**config.mk**
```make
export PLATFORM = sky130hd
export DESIGN_NAME = sio_interlock
export DESIGN_NICKNAME = d
export VERILOG_FILES = /design/src/verilog/sio_pkg.sv /design/src/verilog/sio_interlock.sv
export SDC_FILE = /design/constraint.sdc
export NUM_CORES = 1
export LEC_CHECK = 0
export BUFFER_PORTS_ARGS = -buffer_cell sky130_fd_sc_hd__buf_2
export CORE_AREA = 2 2 114 116
export DETAILED_ROUTE_END_ITERATION = 6
export DIE_AREA = 0 0 116 118
export MAX_ROUTING_LAYER = met4
export PLACE_DENSITY = 0.74
export SYNTH_ARGS = -nofsm -noshare
export SYNTH_HDL_FRONTEND = slang
export SYNTH_SLANG_ARGS = --single-unit
```
**constraint.sdc**
```tcl
create_clock -name clk_i -period 3.9 [get_ports clk_i]
set_clock_uncertainty 0.1 [all_clocks]
set_input_delay 0.195 -clock clk_i [delete_from_list [all_inputs] [get_ports clk_i]]
set_output_delay 0.195 -clock clk_i [all_outputs]
set_load 0.05 [all_outputs]
```
**src/verilog/sio_pkg.sv**
```systemverilog
// Package: constants and types for the safety interlock output block
package sio_pkg;

   // Register byte offsets
   localparam logic [7:0] ADDR_CONFIG     = 8'h00;
   localparam logic [7:0] ADDR_STATUS     = 8'h04;
   localparam logic [7:0] ADDR_IRQ_STATUS = 8'h08;
   localparam logic [7:0] ADDR_IRQ_MASK   = 8'h0C;
   localparam logic [7:0] ADDR_SPEC_INPUT = 8'h10;
   localparam logic [7:0] ADDR_EXPORT_LO  = 8'h14;
   localparam logic [7:0] ADDR_EXPORT_HI  = 8'h18;

   // Config field positions: which logic signals the user program drives
   localparam int CFG_USE_ENABLE = 0;
   localparam int CFG_USE_ESTOP  = 1;
   localparam int CFG_USE_FSPEED = 2;
   localparam int CFG_USE_FENCE  = 3;
   localparam int CFG_WIDTH      = 4;

   // Status field positions
   localparam int STS_PERMIT     = 0;
   localparam int STS_FULL_SPEED = 1;
   localparam int STS_CAUSE_LSB  = 4;

   // Event bit positions in the interrupt status and mask
   localparam int EV_WIRED_ESTOP = 0;
   localparam int EV_LOGIC_ESTOP = 1;
   localparam int EV_WIRED_FENCE = 2;
   localparam int EV_LOGIC_FENCE = 3;
   localparam int EV_LOGIC_ENSW  = 4;
   localparam int EV_PERMIT_LOST = 5;
   localparam int EV_WIDTH       = 6;

   // Reset values
   localparam logic [CFG_WIDTH-1:0] CONFIG_RESET = 4'h0;
   localparam logic [EV_WIDTH-1:0]  EVENT_RESET  = 6'h00;

   // Operating modes
   typedef enum logic [1:0] {
      SIO_MODE_TEACH  = 2'h0,
      SIO_MODE_PLAY   = 2'h1,
      SIO_MODE_REMOTE = 2'h2
   } sio_mode_type;

   // Pendant stop-cause codes
   typedef enum logic [3:0] {
      SIO_CAUSE_NONE        = 4'h0,
      SIO_CAUSE_FSPEED_LOG  = 4'h1,
      SIO_CAUSE_ESTOP_WIRED = 4'h2,
      SIO_CAUSE_ESTOP_LOG   = 4'h3,
      SIO_CAUSE_ENSW_LOG    = 4'h4,
      SIO_CAUSE_FENCE_WIRED = 4'h5,
      SIO_CAUSE_FENCE_LOG   = 4'h6
   } sio_cause_type;

   // Outputs of the user safety logic program
   typedef struct packed {
      logic [63:0] functional_safety_export;
      logic        logic_enable_switch;
      logic        logic_emergency_stop;
      logic        logic_full_speed_request;
      logic        logic_fence_closed;
   } sio_logic_type;

   // Hard-wired safety inputs
   typedef struct packed {
      logic wired_emergency_stop;
      logic wired_fence_closed;
      logic pendant_enable;
   } sio_wired_type;

endpackage

```
**src/verilog/sio_interlock.sv**
```systemverilog
// Safety interlock: servo permission, speed limit, stop cause, specific inputs
`timescale 1ns/1ps
// Register map, byte offsets on an 8-bit bus address
//   0x00 config     read/write, one use bit per logic signal
//        bit 0      logic enable switch is driven by the program
//        bit 1      logic emergency stop is driven by the program
//        bit 2      logic full speed request is driven by the program
//        bit 3      logic fence signal is driven by the program
//   0x04 status     read only
//        bit 0      servo power permitted
//        bit 1      full speed permitted
//        bits 7:4   stop cause code
//   0x08 irq status sticky events, write one to clear
//   0x0C irq mask   same layout as irq status
//   0x10 specific   read only copy of the specific inputs
//   0x14 export lo  read only, export bits 31:0
//   0x18 export hi  read only, export bits 63:32
//   Only bits 5:0 of irq status and irq mask exist
//   Other offsets read zero and ignore writes, but are still acknowledged
//
// Event bits
//   bit 0  wired emergency stop open
//   bit 1  effective logic emergency stop off
//   bit 2  wired fence open
//   bit 3  logic fence off in play mode
//   bit 4  logic enable switch off in teach mode
//   bit 5  servo permission lost, one cycle
//   A condition that still holds sets its bit again every cycle, so
//   software can only clear a cause once it has gone away.
//
// Stop cause codes, highest priority first
//   wired emergency stop, logic emergency stop, wired fence,
//   logic fence (play), logic enable switch (teach),
//   full speed test (teach), none.
//   Pendant enable released alone stops the servo in teach mode but has no code.
//   A stop cause clears by itself once its condition is gone.
//
// Timing
//   Every input is sampled on each rising edge; all results appear one
//   edge later. Permission is registered, so it drops one cycle after a
//   permissive goes off: this buys a clean flip-flop output at the cost
//   of one cycle of reaction time.
//   A bus access is taken on the edge with cyc and stb high and ack low;
//   ack and read data follow on the next edge and stand for one cycle.
//   Back to back accesses need no idle cycle; a request still held while ack is high is ignored.
//   An unmapped or read-only offset is written without effect and still
//   answered, so a wrong address never hangs the bus.
//   Specific inputs keep their order: input 1 in bit 0, eights upward.
//
// Reset
//   Reset is synchronous and active high. Configuration clears to zero,
//   so every logic signal counts as undriven and permissive except the
//   full speed request, which counts as off. Permission stays off until
//   the first edge after reset has sampled the inputs.
//   The mask clears to zero, so the interrupt stays low until enabled.
//
// Limitations
//   The mode input is taken as already debounced and synchronous.
//   Code 3 on the mode input behaves like remote mode.
//   Specific inputs and export data are passed through only; nothing in
//   the servo path reads them, since they carry no safety integrity.
//   Wired emergency stop and wired fence are watched in every mode; the pendant
//   enable, logic enable switch, logic fence and full speed request depend on the mode.
//   The interrupt is a level: it stays high while any unmasked status bit
//   is set, and falls on the same edge that takes the write clearing the last one.
//   Byte enables apply to writes only; reads always return a whole word.
//   Full speed is granted only in teach; in other modes the speed limit
//   is left to the reduced default of the controller.
module sio_interlock #(
   parameter int SPEC_WIDTH = 32
) (
   // Clock and reset
   input  wire logic                          clk_i,
   input  wire logic                          rst_i,
   // Wishbone classic slave
   input  wire logic                          wb_cyc_i,
   input  wire logic                          wb_stb_i,
   input  wire logic                          wb_we_i,
   input  wire logic [7:0]                    wb_adr_i,
   input  wire logic [3:0]                    wb_sel_i,
   input  wire logic [31:0]                   wb_dat_i,
   output logic      [31:0]                   wb_dat_o,
   output logic                               wb_ack_o,
   // Safety inputs
   input  wire sio_pkg::sio_mode_type         mode_i,
   input  wire sio_pkg::sio_wired_type        wired_i,
   input  wire sio_pkg::sio_logic_type        logic_i,
   input  wire logic [SPEC_WIDTH-1:0]         spec_input_i,
   // Interlock results
   output logic                               servo_permit_o,
   output logic                               full_speed_o,
   output sio_pkg::sio_cause_type             stop_cause_o,
   output logic [SPEC_WIDTH-1:0]              spec_input_o,
   output logic [63:0]                        functional_safety_export_o,
   output logic                               irq_o
);

   // Byte-lane merge used by every writable register
   function automatic logic [31:0] sio_merge(input logic [31:0] old_v,
                                             input logic [31:0] new_v,
                                             input logic [3:0]  sel);
      logic [31:0] m;
      m = {{8{sel[3]}}, {8{sel[2]}}, {8{sel[1]}}, {8{sel[0]}}};
      sio_merge = (old_v & ~m) | (new_v & m);
   endfunction

   // State
   logic [sio_pkg::CFG_WIDTH-1:0] config_r;
   logic [sio_pkg::EV_WIDTH-1:0]  irq_status;
   logic [sio_pkg::EV_WIDTH-1:0]  irq_mask;
   logic                          permit_q;
   logic [sio_pkg::CFG_WIDTH-1:0] next_config;
   logic [sio_pkg::EV_WIDTH-1:0]  next_irq_status;
   logic [sio_pkg::EV_WIDTH-1:0]  next_irq_mask;
   logic [31:0]                   next_dat;
   logic                          next_ack;
   logic                          next_permit;
   logic                          next_full_speed;
   sio_pkg::sio_cause_type        next_cause;
   logic [SPEC_WIDTH-1:0]         next_spec;
   logic [63:0]                   next_export;
   logic                          next_irq;

   // Effective permissives
   logic teach;
   logic play;
   logic eff_enable;
   logic eff_estop;
   logic eff_fspeed;
   logic eff_fence;
   logic teach_ok;
   logic play_ok;
   logic [sio_pkg::EV_WIDTH-1:0]  events;

   // Bus request decode
   logic        wb_req;
   logic        wb_wr;
   logic [31:0] cfg_word;
   logic [31:0] mask_word;
   logic [31:0] clr_word;
   logic [31:0] status_word;

   // Mode decode and defaulting of undriven logic signals
   always_comb begin
      teach      = (mode_i == sio_pkg::SIO_MODE_TEACH);
      play       = (mode_i == sio_pkg::SIO_MODE_PLAY);
      // Undriven enable switch behaves as a short
      eff_enable = ~config_r[sio_pkg::CFG_USE_ENABLE] | logic_i.logic_enable_switch;
      // Undriven emergency stop behaves as a short
      eff_estop  = ~config_r[sio_pkg::CFG_USE_ESTOP] | logic_i.logic_emergency_stop;
      // Undriven full speed request never grants full speed
      eff_fspeed = config_r[sio_pkg::CFG_USE_FSPEED] & logic_i.logic_full_speed_request;
      // Undriven fence signal behaves as closed
      eff_fence  = ~config_r[sio_pkg::CFG_USE_FENCE] | logic_i.logic_fence_closed;
   end

   // Servo permission and speed limit
   always_comb begin
      // Enable switch only weighs in teach mode
      teach_ok    = ~teach | (eff_enable & wired_i.pendant_enable);
      // Logic fence only weighs in play mode
      play_ok     = ~play | eff_fence;
      // Wired stop and fence are watched in every mode, the pendant enable in teach only
      next_permit = wired_i.wired_emergency_stop & eff_estop
                  & wired_i.wired_fence_closed & play_ok
                  & teach_ok;
      next_full_speed = teach & eff_fspeed;
   end

   // Stop cause, highest priority first: emergency stop, fence, enable, test
   always_comb begin
      if (!wired_i.wired_emergency_stop) begin
         next_cause = sio_pkg::SIO_CAUSE_ESTOP_WIRED;
      end else if (!eff_estop) begin
         next_cause = sio_pkg::SIO_CAUSE_ESTOP_LOG;
      end else if (!wired_i.wired_fence_closed) begin
         next_cause = sio_pkg::SIO_CAUSE_FENCE_WIRED;
      end else if (play && !eff_fence) begin
         next_cause = sio_pkg::SIO_CAUSE_FENCE_LOG;
      end else if (teach && !eff_enable) begin
         next_cause = sio_pkg::SIO_CAUSE_ENSW_LOG;
      end else if (teach && eff_fspeed) begin
         next_cause = sio_pkg::SIO_CAUSE_FSPEED_LOG;
      end else begin
         next_cause = sio_pkg::SIO_CAUSE_NONE;
      end
   end

   // Pass-through data: export set and specific inputs
   always_comb begin
      next_export = logic_i.functional_safety_export;
      // Input 1 sits in bit 0, groups of eight follow upward
      next_spec   = spec_input_i;
   end

   // Event detection; pendant enable release alone only sets the permission lost bit
   always_comb begin
      events = '0;
      events[sio_pkg::EV_WIRED_ESTOP] = ~wired_i.wired_emergency_stop;
      events[sio_pkg::EV_LOGIC_ESTOP] = ~eff_estop;
      events[sio_pkg::EV_WIRED_FENCE] = ~wired_i.wired_fence_closed;
      events[sio_pkg::EV_LOGIC_FENCE] = play & ~eff_fence;
      events[sio_pkg::EV_LOGIC_ENSW]  = teach & ~eff_enable;
      events[sio_pkg::EV_PERMIT_LOST] = permit_q & ~next_permit;
   end

   // Address decode shared by every register write
   function automatic logic sio_hit(input logic [7:0] adr,
                                    input logic [7:0] offset);
      sio_hit = (adr == offset);
   endfunction

   // Bus request: the ack cycle itself is never taken as a new access
   always_comb begin
      wb_req      = wb_cyc_i & wb_stb_i & ~wb_ack_o;
      wb_wr       = wb_req & wb_we_i;
      // Only the written byte lanes change; a partial write keeps the rest
      cfg_word    = sio_merge({28'h0000000, config_r}, wb_dat_i, wb_sel_i);
      mask_word   = sio_merge({26'h0000000, irq_mask}, wb_dat_i, wb_sel_i);
      clr_word    = sio_merge(32'h00000000, wb_dat_i, wb_sel_i);
      // Status shows the registered outputs, so a read matches the pins
      status_word = {24'h000000, stop_cause_o, 2'h0, full_speed_o, servo_permit_o};
   end

   // Configuration: which logic signals the user program really drives
   always_comb begin
      next_config = config_r;
      if (wb_wr && sio_hit(wb_adr_i, sio_pkg::ADDR_CONFIG)) begin
         next_config = cfg_word[sio_pkg::CFG_WIDTH-1:0];
      end
   end

   // Interrupt mask, same layout as the sticky status
   always_comb begin
      next_irq_mask = irq_mask;
      if (wb_wr && sio_hit(wb_adr_i, sio_pkg::ADDR_IRQ_MASK)) begin
         next_irq_mask = mask_word[sio_pkg::EV_WIDTH-1:0];
      end
   end

   // Sticky event status, cleared by writing ones
   always_comb begin
      next_irq_status = irq_status;
      if (wb_wr && sio_hit(wb_adr_i, sio_pkg::ADDR_IRQ_STATUS)) begin
         next_irq_status = irq_status & ~clr_word[sio_pkg::EV_WIDTH-1:0];
      end
      // A new event wins over a clear in the same cycle, so a held fault stays visible
      next_irq_status = next_irq_status | events;
      // The interrupt follows status and mask on the same edge
      next_irq        = |(next_irq_status & next_irq_mask);
   end

   // Read mux and answer; data is zero outside the ack cycle
   always_comb begin
      next_ack = wb_req;
      next_dat = 32'h00000000;
      if (wb_req && !wb_we_i) begin
         case (wb_adr_i)
            sio_pkg::ADDR_CONFIG:     next_dat = {28'h0000000, config_r};
            sio_pkg::ADDR_STATUS:     next_dat = status_word;
            sio_pkg::ADDR_IRQ_STATUS: next_dat = {26'h0000000, irq_status};
            sio_pkg::ADDR_IRQ_MASK:   next_dat = {26'h0000000, irq_mask};
            // Non-safety data: software sees it, servo logic never uses it
            sio_pkg::ADDR_SPEC_INPUT: next_dat = 32'(spec_input_o);
            sio_pkg::ADDR_EXPORT_LO:  next_dat = functional_safety_export_o[31:0];
            sio_pkg::ADDR_EXPORT_HI:  next_dat = functional_safety_export_o[63:32];
            default:                  next_dat = 32'h00000000;
         endcase
      end
   end

   // Software registers and interrupt line
   always_ff @(posedge clk_i) begin
      if (rst_i) begin
         config_r   <= sio_pkg::CONFIG_RESET;
         irq_status <= sio_pkg::EVENT_RESET;
         irq_mask   <= sio_pkg::EVENT_RESET;
         irq_o      <= 1'b0;
      end else begin
         config_r   <= next_config;
         irq_status <= next_irq_status;
         irq_mask   <= next_irq_mask;
         irq_o      <= next_irq;
      end
   end

   // Interlock results; permission resets low so power stays off until inputs settle
   always_ff @(posedge clk_i) begin
      if (rst_i) begin
         permit_q       <= 1'b0;
         servo_permit_o <= 1'b0;
         full_speed_o   <= 1'b0;
         stop_cause_o   <= sio_pkg::SIO_CAUSE_NONE;
      end else begin
         permit_q       <= next_permit;
         servo_permit_o <= next_permit;
         full_speed_o   <= next_full_speed;
         stop_cause_o   <= next_cause;
      end
   end

   // Pass-through data, one cycle behind the inputs
   always_ff @(posedge clk_i) begin
      if (rst_i) begin
         spec_input_o               <= '0;
         functional_safety_export_o <= 64'h0000000000000000;
      end else begin
         spec_input_o               <= next_spec;
         functional_safety_export_o <= next_export;
      end
   end

   // Bus answer: ack and read data stand for exactly one cycle
   always_ff @(posedge clk_i) begin
      if (rst_i) begin
         wb_ack_o <= 1'b0;
         wb_dat_o <= 32'h00000000;
      end else begin
         wb_ack_o <= next_ack;
         wb_dat_o <= next_dat;
      end
   end

endmodule

```
== After elaboration in Yosys (flattened, before gate mapping) ==
Index checks and enable logic that the tools add are counted.

* Eq/ne operators: 7
* Muxes and demuxes: 9
* Bitwise logic cells: 41
* Reduce and logical (&&, ||, !) cells: 17

{| class="wikitable"
|+ Operator list
! cell !! number
|-
| 32-bit case mux with 7 select lines || 1
|-
| 6-bit AND || 4
|-
| 8-bit by 5-bit == test with 1-bit output (second input constant) || 3
|-
| 8-bit by 4-bit == test with 1-bit output (second input constant) || 2
|-
| 1-bit AND || 13
|-
| 1-bit inverter || 13
|-
| 6-bit two-way mux || 2
|-
| 6-bit inverter || 2
|-
| 6-bit bitwise OR || 2
|-
| 6-bit OR reduction || 2
|-
| 3-bit two-way mux || 3
|-
| 8-bit by 3-bit == test with 1-bit output (second input constant) || 1
|-
| 8-bit logical NOT || 1
|-
| 1-bit logical AND || 7
|-
| 1-bit bitwise OR || 5
|-
| 4-bit AND || 1
|-
| 2-bit two-way mux || 2
|-
| 4-bit bitwise OR || 1
|-
| 2-bit OR reduction || 2
|-
| 1-bit logical NOT || 3
|-
| 3-bit OR reduction || 1
|-
| 2-bit by 1-bit == test with 1-bit output (second input constant) || 1
|-
| 2-bit logical NOT || 1
|-
| 1-bit two-way mux || 1
|}

* Register bits: 152
* Input bits: 154
* Output and inout bits: 136
* Logic and storage cells: 88

== Logic depth before layout (Yosys ltp) ==
* Word-level depth: 11
* Gate-level depth with buffers: 6
* Gate-level depth less buffers: 5

== Worst setup path after synthesis ==
Ideal clock, no wire load.

* Kind: reg-to-reg
* Start point: reg wb_ack_o
* End point: reg irq_o
* Setup time: 0.138 ns
* Arrival time: 2.010 ns
* Data required time: 3.662 ns
* Path slack: 1.652 ns
* Cell stages (with the launch flop): 7
* Path buffers: 1
* Period minus slack after synthesis: 2.248 ns
* Path through: dfxtp_1 nand3b_1 or4_4 buf_6 mux2_4 a22oi_2 a41oi_1

* Word-level cells in the longest chain between the ends: 8
* Elaborated cells between the ends (all ways): 10
* Classes of those cells: 2 x mux; 5 x bitwise; 3 x reduce/logical

{| class="wikitable"
|+ RTL lines
! item !! line !! source
|-
| start, declared || sio_interlock.sv:83 || <nowiki>output logic wb_ack_o,</nowiki>
|-
| start signal, assigned || sio_interlock.sv:319 || <nowiki>wb_ack_o <= next_ack;</nowiki>
|-
| 1-bit inverter (*) || sio_interlock.sv:215 || <nowiki>wb_req = wb_cyc_i & wb_stb_i & ~wb_ack_o;</nowiki>
|-
| 1-bit AND (*) || sio_interlock.sv:215 ||
|-
| 1-bit AND (*) || sio_interlock.sv:216 || <nowiki>wb_wr = wb_req & wb_we_i;</nowiki>
|-
| 1-bit logical AND || sio_interlock.sv:244 || <nowiki>if (wb_wr && sio_hit(wb_adr_i, sio_pkg::ADDR_IRQ_STATUS)) begin</nowiki>
|-
| 6-bit two-way mux || sio_interlock.sv:244 ||
|-
| 6-bit bitwise OR || sio_interlock.sv:248 || <nowiki>next_irq_status = next_irq_status | events;</nowiki>
|-
| 6-bit AND (*) || sio_interlock.sv:250 || <nowiki>next_irq = |(next_irq_status & next_irq_mask);</nowiki>
|-
| 6-bit OR reduction (*) || sio_interlock.sv:250 ||
|-
| end signal, assigned || sio_interlock.sv:283 || <nowiki>irq_o <= next_irq;</nowiki>
|-
| end, declared || sio_interlock.sv:95 || <nowiki>output logic irq_o</nowiki>
|}

Every way passes the cells marked *; elsewhere a longest branch is shown, timed or not.
A chain may end at the register's enable or synchronous reset.

== Final worst setup path ==
* Start point: in wb_adr_i[2]
* End point: reg irq_o

* Word-level cells in the longest chain between the ends: 6
* Elaborated cells between the ends (all ways): 9
* Classes of those cells: 2 x eq/ne; 2 x mux; 2 x bitwise; 3 x reduce/logical

{| class="wikitable"
|+ RTL lines
! item !! line !! source
|-
| start, declared || sio_interlock.sv:79 || <nowiki>input wire logic [7:0] wb_adr_i,</nowiki>
|-
| 8-bit by 4-bit == test with 1-bit output || sio_interlock.sv:210 || <nowiki>sio_hit = (adr == offset);</nowiki>
|-
| 1-bit logical AND || sio_interlock.sv:244 ||
|-
| 6-bit two-way mux || sio_interlock.sv:244 ||
|-
| 6-bit bitwise OR || sio_interlock.sv:248 ||
|-
| 6-bit AND (*) || sio_interlock.sv:250 ||
|-
| 6-bit OR reduction (*) || sio_interlock.sv:250 ||
|}

Marks and branches as above.

==> flow_summary.html <==
<table>
<tr><th>Metric</th><th>Value</th></tr>
<tr><th colspan="2">Synth</th></tr>
<tr><td>Top cells by area in the synthesized netlist</td><td>dfxtp_1 61%, nor2b_1 13%, a222oi_1 5.9%, nor2_1 3.7%, mux2i_1 1.8%</td></tr>
<tr><td>Distinct cell type count of the synthesized netlist</td><td>47</td></tr>
<tr><td>Yosys top cell area share</td><td>61.3%</td></tr>
<tr><td>Synth warn</td><td>0</td></tr>
<tr><td>Average cell area after synthesis</td><td>between 10 and 15 um2</td></tr>
<tr><td>FFs w/ async S/R, synth</td><td>0%</td></tr>
<tr><td>Most instantiated flip-flop cell in the synthesis netlist</td><td>dfxtp_1</td></tr>
<tr><td>Post-synth net total</td><td>603</td></tr>
<tr><td>Total standard cell area after synthesis</td><td>0.00493 mm2</td></tr>
<tr><td>Number of enable-type register cells in the synthesized netlist</td><td>0</td></tr>
<tr><td>Library cell occupying the most area in the post-synthesis netlist</td><td>dfxtp_1</td></tr>
<tr><td>Synthesized flop and latch total</td><td>151</td></tr>
<tr><td>Count of mapped cells out of synthesis</td><td>449</td></tr>
<tr><td>Sequential area share after synthesis</td><td>61.3%</td></tr>
<tr><th colspan="2">Floorplan</th></tr>
<tr><td>Area of the die</td><td>0.0137 mm2</td></tr>
<tr><td>Initial core utilization</td><td>39.8%</td></tr>
<tr><td>Count of pins on the block boundary</td><td>290</td></tr>
<tr><td>Die Height</td><td>118 um</td></tr>
<tr><td>Number of core rows</td><td>41</td></tr>
<tr><td>Core area</td><td>between 0.01 and 0.015 mm2</td></tr>
<tr><td>Width of the chip</td><td>116 um</td></tr>
<tr><th colspan="2">Worst setup path</th></tr>
<tr><td>Setup crit end kind</td><td>flop</td></tr>
<tr><td>Data required time of the worst path</td><td>4070 ps</td></tr>
<tr><td>Worst reg2reg path startpoint</td><td>wb_ack_o$_SDFF_PP0_</td></tr>
<tr><td>Flop2flop setup slack</td><td>1580 ps</td></tr>
<tr><td>Reg2reg path depth</td><td>5</td></tr>
<tr><td>Crit path arrival time</td><td>2530 ps</td></tr>
<tr><td>Worst R2R End</td><td>irq_o$_SDFF_PP0_</td></tr>
<tr><td>Startpoint type of the worst setup path</td><td>primary input</td></tr>
<tr><td>Maximum fanout count along the critical path</td><td>12</td></tr>
<tr><td>CP Class</td><td>primary input to flop</td></tr>
<tr><td>Start point of the critical path</td><td>wb_adr_i[2]</td></tr>
<tr><td>CP endpoint</td><td>irq_o$_SDFF_PP0_</td></tr>
<tr><th colspan="2">Clocking</th></tr>
<tr><td>Cell chosen for the clock root</td><td>clkbuf_16</td></tr>
<tr><td>Buffers from clock root to sink, at most</td><td>2</td></tr>
<tr><td>Resize count post-CTS</td><td>0</td></tr>
<tr><td>Clock buffers created by TritonCTS</td><td>17</td></tr>
<tr><td>H-tree depth reported by CTS</td><td>4</td></tr>
<tr><td>Clock Pin Slew Worst Setup and Hold Paths</td><td>60 ps</td></tr>
<tr><td>Clk sink count</td><td>approximately 150</td></tr>
<tr><td>CTS tree</td><td>built</td></tr>
<tr><td>Setup repair bufs after CTS</td><td>0</td></tr>
<tr><td>Skew-Pair Late Insertion Delay</td><td>410 ps</td></tr>
<tr><th colspan="2">Routing</th></tr>
<tr><td>Antenna-violating nets left</td><td>0</td></tr>
<tr><td>Vias per inst</td><td>4.93</td></tr>
<tr><td>Total Wirelength</td><td>17,200 um</td></tr>
<tr><td>Count of routing violations after the opening detailed-route iteration</td><td>379</td></tr>
<tr><td>Via total after detailed routing</td><td>4,910</td></tr>
<tr><td>Number of remaining DRC errors</td><td>0</td></tr>
<tr><td>Average detailed-routed wire length per instance</td><td>17.3 um</td></tr>
<tr><td>Drt pass-1 iters</td><td>7</td></tr>
<tr><th colspan="2">Final layout</th></tr>
<tr><td>Fraction of final layout cells sized beyond drive strength 1</td><td>between 30 and 40%</td></tr>
<tr><td>Synth-to-Final Area Change</td><td>62.0%</td></tr>
<tr><td>Area of the multi-input gates</td><td>roughly 0.0018 mm2</td></tr>
<tr><td>FF+latch area</td><td>0.00302 mm2</td></tr>
<tr><td>Most frequent cells in the layout</td><td>258 x buf_2, 151 x dfxtp_1, 104 x nor2b_1, 104 x dlygate4sd3_1, 48 x nor2_1</td></tr>
<tr><td>Commonest non-fill, non-tap cell in the layout</td><td>buf_2</td></tr>
<tr><td>Number of filler cells placed in the layout</td><td>987</td></tr>
<tr><td>Diodes inserted</td><td>0</td></tr>
<tr><td>Final nets</td><td>964</td></tr>
<tr><th colspan="2">Power</th></tr>
<tr><td>Power density of the placed cells</td><td>459 mW/mm2</td></tr>
<tr><td>Static leakage power</td><td>~3.7 nW</td></tr>
<tr><td>Maximum vdd drop</td><td>roughly 0.25 mV</td></tr>
<tr><th colspan="2">Flow run</th></tr>
<tr><td>Max cap viols</td><td>0</td></tr>
<tr><th colspan="2">Timing</th></tr>
<tr><td>Final count of pins violating max slew</td><td>0</td></tr>
<tr><td>Final min period</td><td>2370 ps</td></tr>
<tr><td>Slew at the pin with the worst max-slew slack</td><td>898 ps</td></tr>
<tr><td>Setup repair after global routing missed its margin</td><td>false</td></tr>
<tr><td>Final setup violation count</td><td>0</td></tr>
<tr><td>Final TNS setup</td><td>0 ps</td></tr>
<tr><td>Final Hold Fails</td><td>0</td></tr>
<tr><td>Relative slew slack</td><td>between 30% and 40%</td></tr>
<tr><td>Hold WS</td><td>20.0 ps</td></tr>
<tr><td>Part of the cycle the worst path needs</td><td>~61%</td></tr>
<tr><td>Max Clk Rate</td><td>roughly 420 MHz</td></tr>
<tr><th colspan="2">GRT</th></tr>
<tr><td>Initial antenna violation count</td><td>0</td></tr>
<tr><td>Overall overflow remaining after global route</td><td>0</td></tr>
<tr><td>Largest net degree at the start of global routing</td><td>70</td></tr>
<tr><td>Number of global-route vias before repair</td><td>around 5,000</td></tr>
<tr><td>Global-route usage over all layers</td><td>25.7%</td></tr>
<tr><td>Wire length of the first global-routing pass</td><td>roughly 26,000 um</td></tr>
<tr><th colspan="2">Place</th></tr>
<tr><td>Detailed-placement wirelength estimate</td><td>approximately 11,000 um</td></tr>
<tr><td>Placer congestion estimate</td><td>just under 0.9</td></tr>
<tr><td>Total of buffers placed on input and output ports</td><td>around 260</td></tr>
<tr><th colspan="2">Worst hold path</th></tr>
<tr><td>Worst hold path type</td><td>primary input to flop</td></tr>
<tr><th colspan="2">Status</th></tr>
<tr><td>Run status</td><td>finished, final reports clean</td></tr>
</table>
[synth_stat cells (2+ instances only)]
cell,n
a21boi_0,3
a21oi_1,9
a222oi_1,29
a22oi_1,7
a31oi_1,4
and3_1,2
buf_2,2
clkbuf_1,23
dfxtp_1,151
inv_1,3
mux2_2,3
mux2i_1,9
mux4_2,2
nand2_1,6
nand2b_1,3
nand3_1,3
nand3b_1,2
nor2_1,48
nor2b_1,104
nor3_1,5
nor4_1,2
or3_1,3
or4_4,2
[power breakdown]
part           internal [W]  switching [W]
Combinational      0.000186       0.000310
Sequential          0.00160      0.0000351
Clock              0.000914       0.000624
Total               0.00270       0.000969
[state kept, by name (all words and copies together) (netlist names), named ones only]
| register | flops |
|---|---|
| functional_safety_export_o | 64 |
| spec_input_o | 32 |
| wb_dat_o | 32 |
| irq_mask | 6 |
| irq_status | 6 |
| stop_cause_o | 3 |
| full_speed_o | 1 |
| irq_o | 1 |
| permit_q | 1 |
| wb_ack_o | 1 |
[critical path, cell delays in order]
cell and delay, ps:
buf_2 190, or4b_2 760, nor4_1 800, a21boi_0 260, o21bai_1 210, a41oi_1 130
[what timing repair did]
item,CTS,global route
hold buffers,104,0
setup endpoints to repair,0,0
endpoints found under the hold margin,106,0
[cells by family after synthesis]
family	count (synthesis)	share of synthesized area, %
AOI/OAI and AO/OA	64	10.9
buffers and inverters	31	2.64
DFF	151	61.3
muxes	15	3.73
other	1	0.0760
and+or+nand+nor	187	21.4
[final cells by class]
type | count | area share [%]
sequential | 151 | 37.8
timing repair buffer | 370 | 29.9
clock buffer | 22 | 5.81
multi-input combinational | 267 | 22.4
tap | 172 | 2.69
inverter | 3 | 0.141
clock inverter | 10 | 1.21
[per-stage QoR]
stage	instances	instance area (um2)	setup WS [ps]	power [W]	utilization (%)
3_5_place_dp	859	6390	1190	0.00207	51.5
6_report	995	8000	1530	0.00367	64.4
3_3_place_gp	859	6390	1150	0.00207	51.5
2_1_floorplan	449	4930	1650	0.00193	-
5_1_grt	995	8000	1420	0.00380	64.4
4_1_cts	995	8000	1610	0.00368	64.4
[worst min-delay path by stage]
stage                          startpoint                                   endpoint  slack (ps)  cells past startpoint
after floorplan                     rst_i                        wb_ack_o$_SDFF_PP0_         180                      1
after global placement    spec_input_i[3]                 spec_input_o[3]$_SDFF_PP0_         300                      2
after detailed placement      logic_i[63]  functional_safety_export_o[59]$_SDFF_PP0_         310                      2
after CTS                      wired_i[1]                 stop_cause_o[1]$_SDFF_PP0_           6                      3
after global routing          wb_dat_i[5]                   irq_status[5]$_SDFF_PP0_          40                      4
final                          wired_i[1]                 stop_cause_o[1]$_SDFF_PP0_          20                      3
[routing by layer]
| layer | track usage, % | routed length (um) | part of all wire, % |
|---|---|---|---|
| met3 | 6.13 | 1270 | 7.4 |
| met4 | 12.2 | 518 | 3.0 |
| met2 | 42.5 | 8560 | 50 |
| met1 | 29.1 | 6900 | 40 |
| met5 | - | 0 | 0 |
No activity file was read; power rests on OpenSTA's default activity.
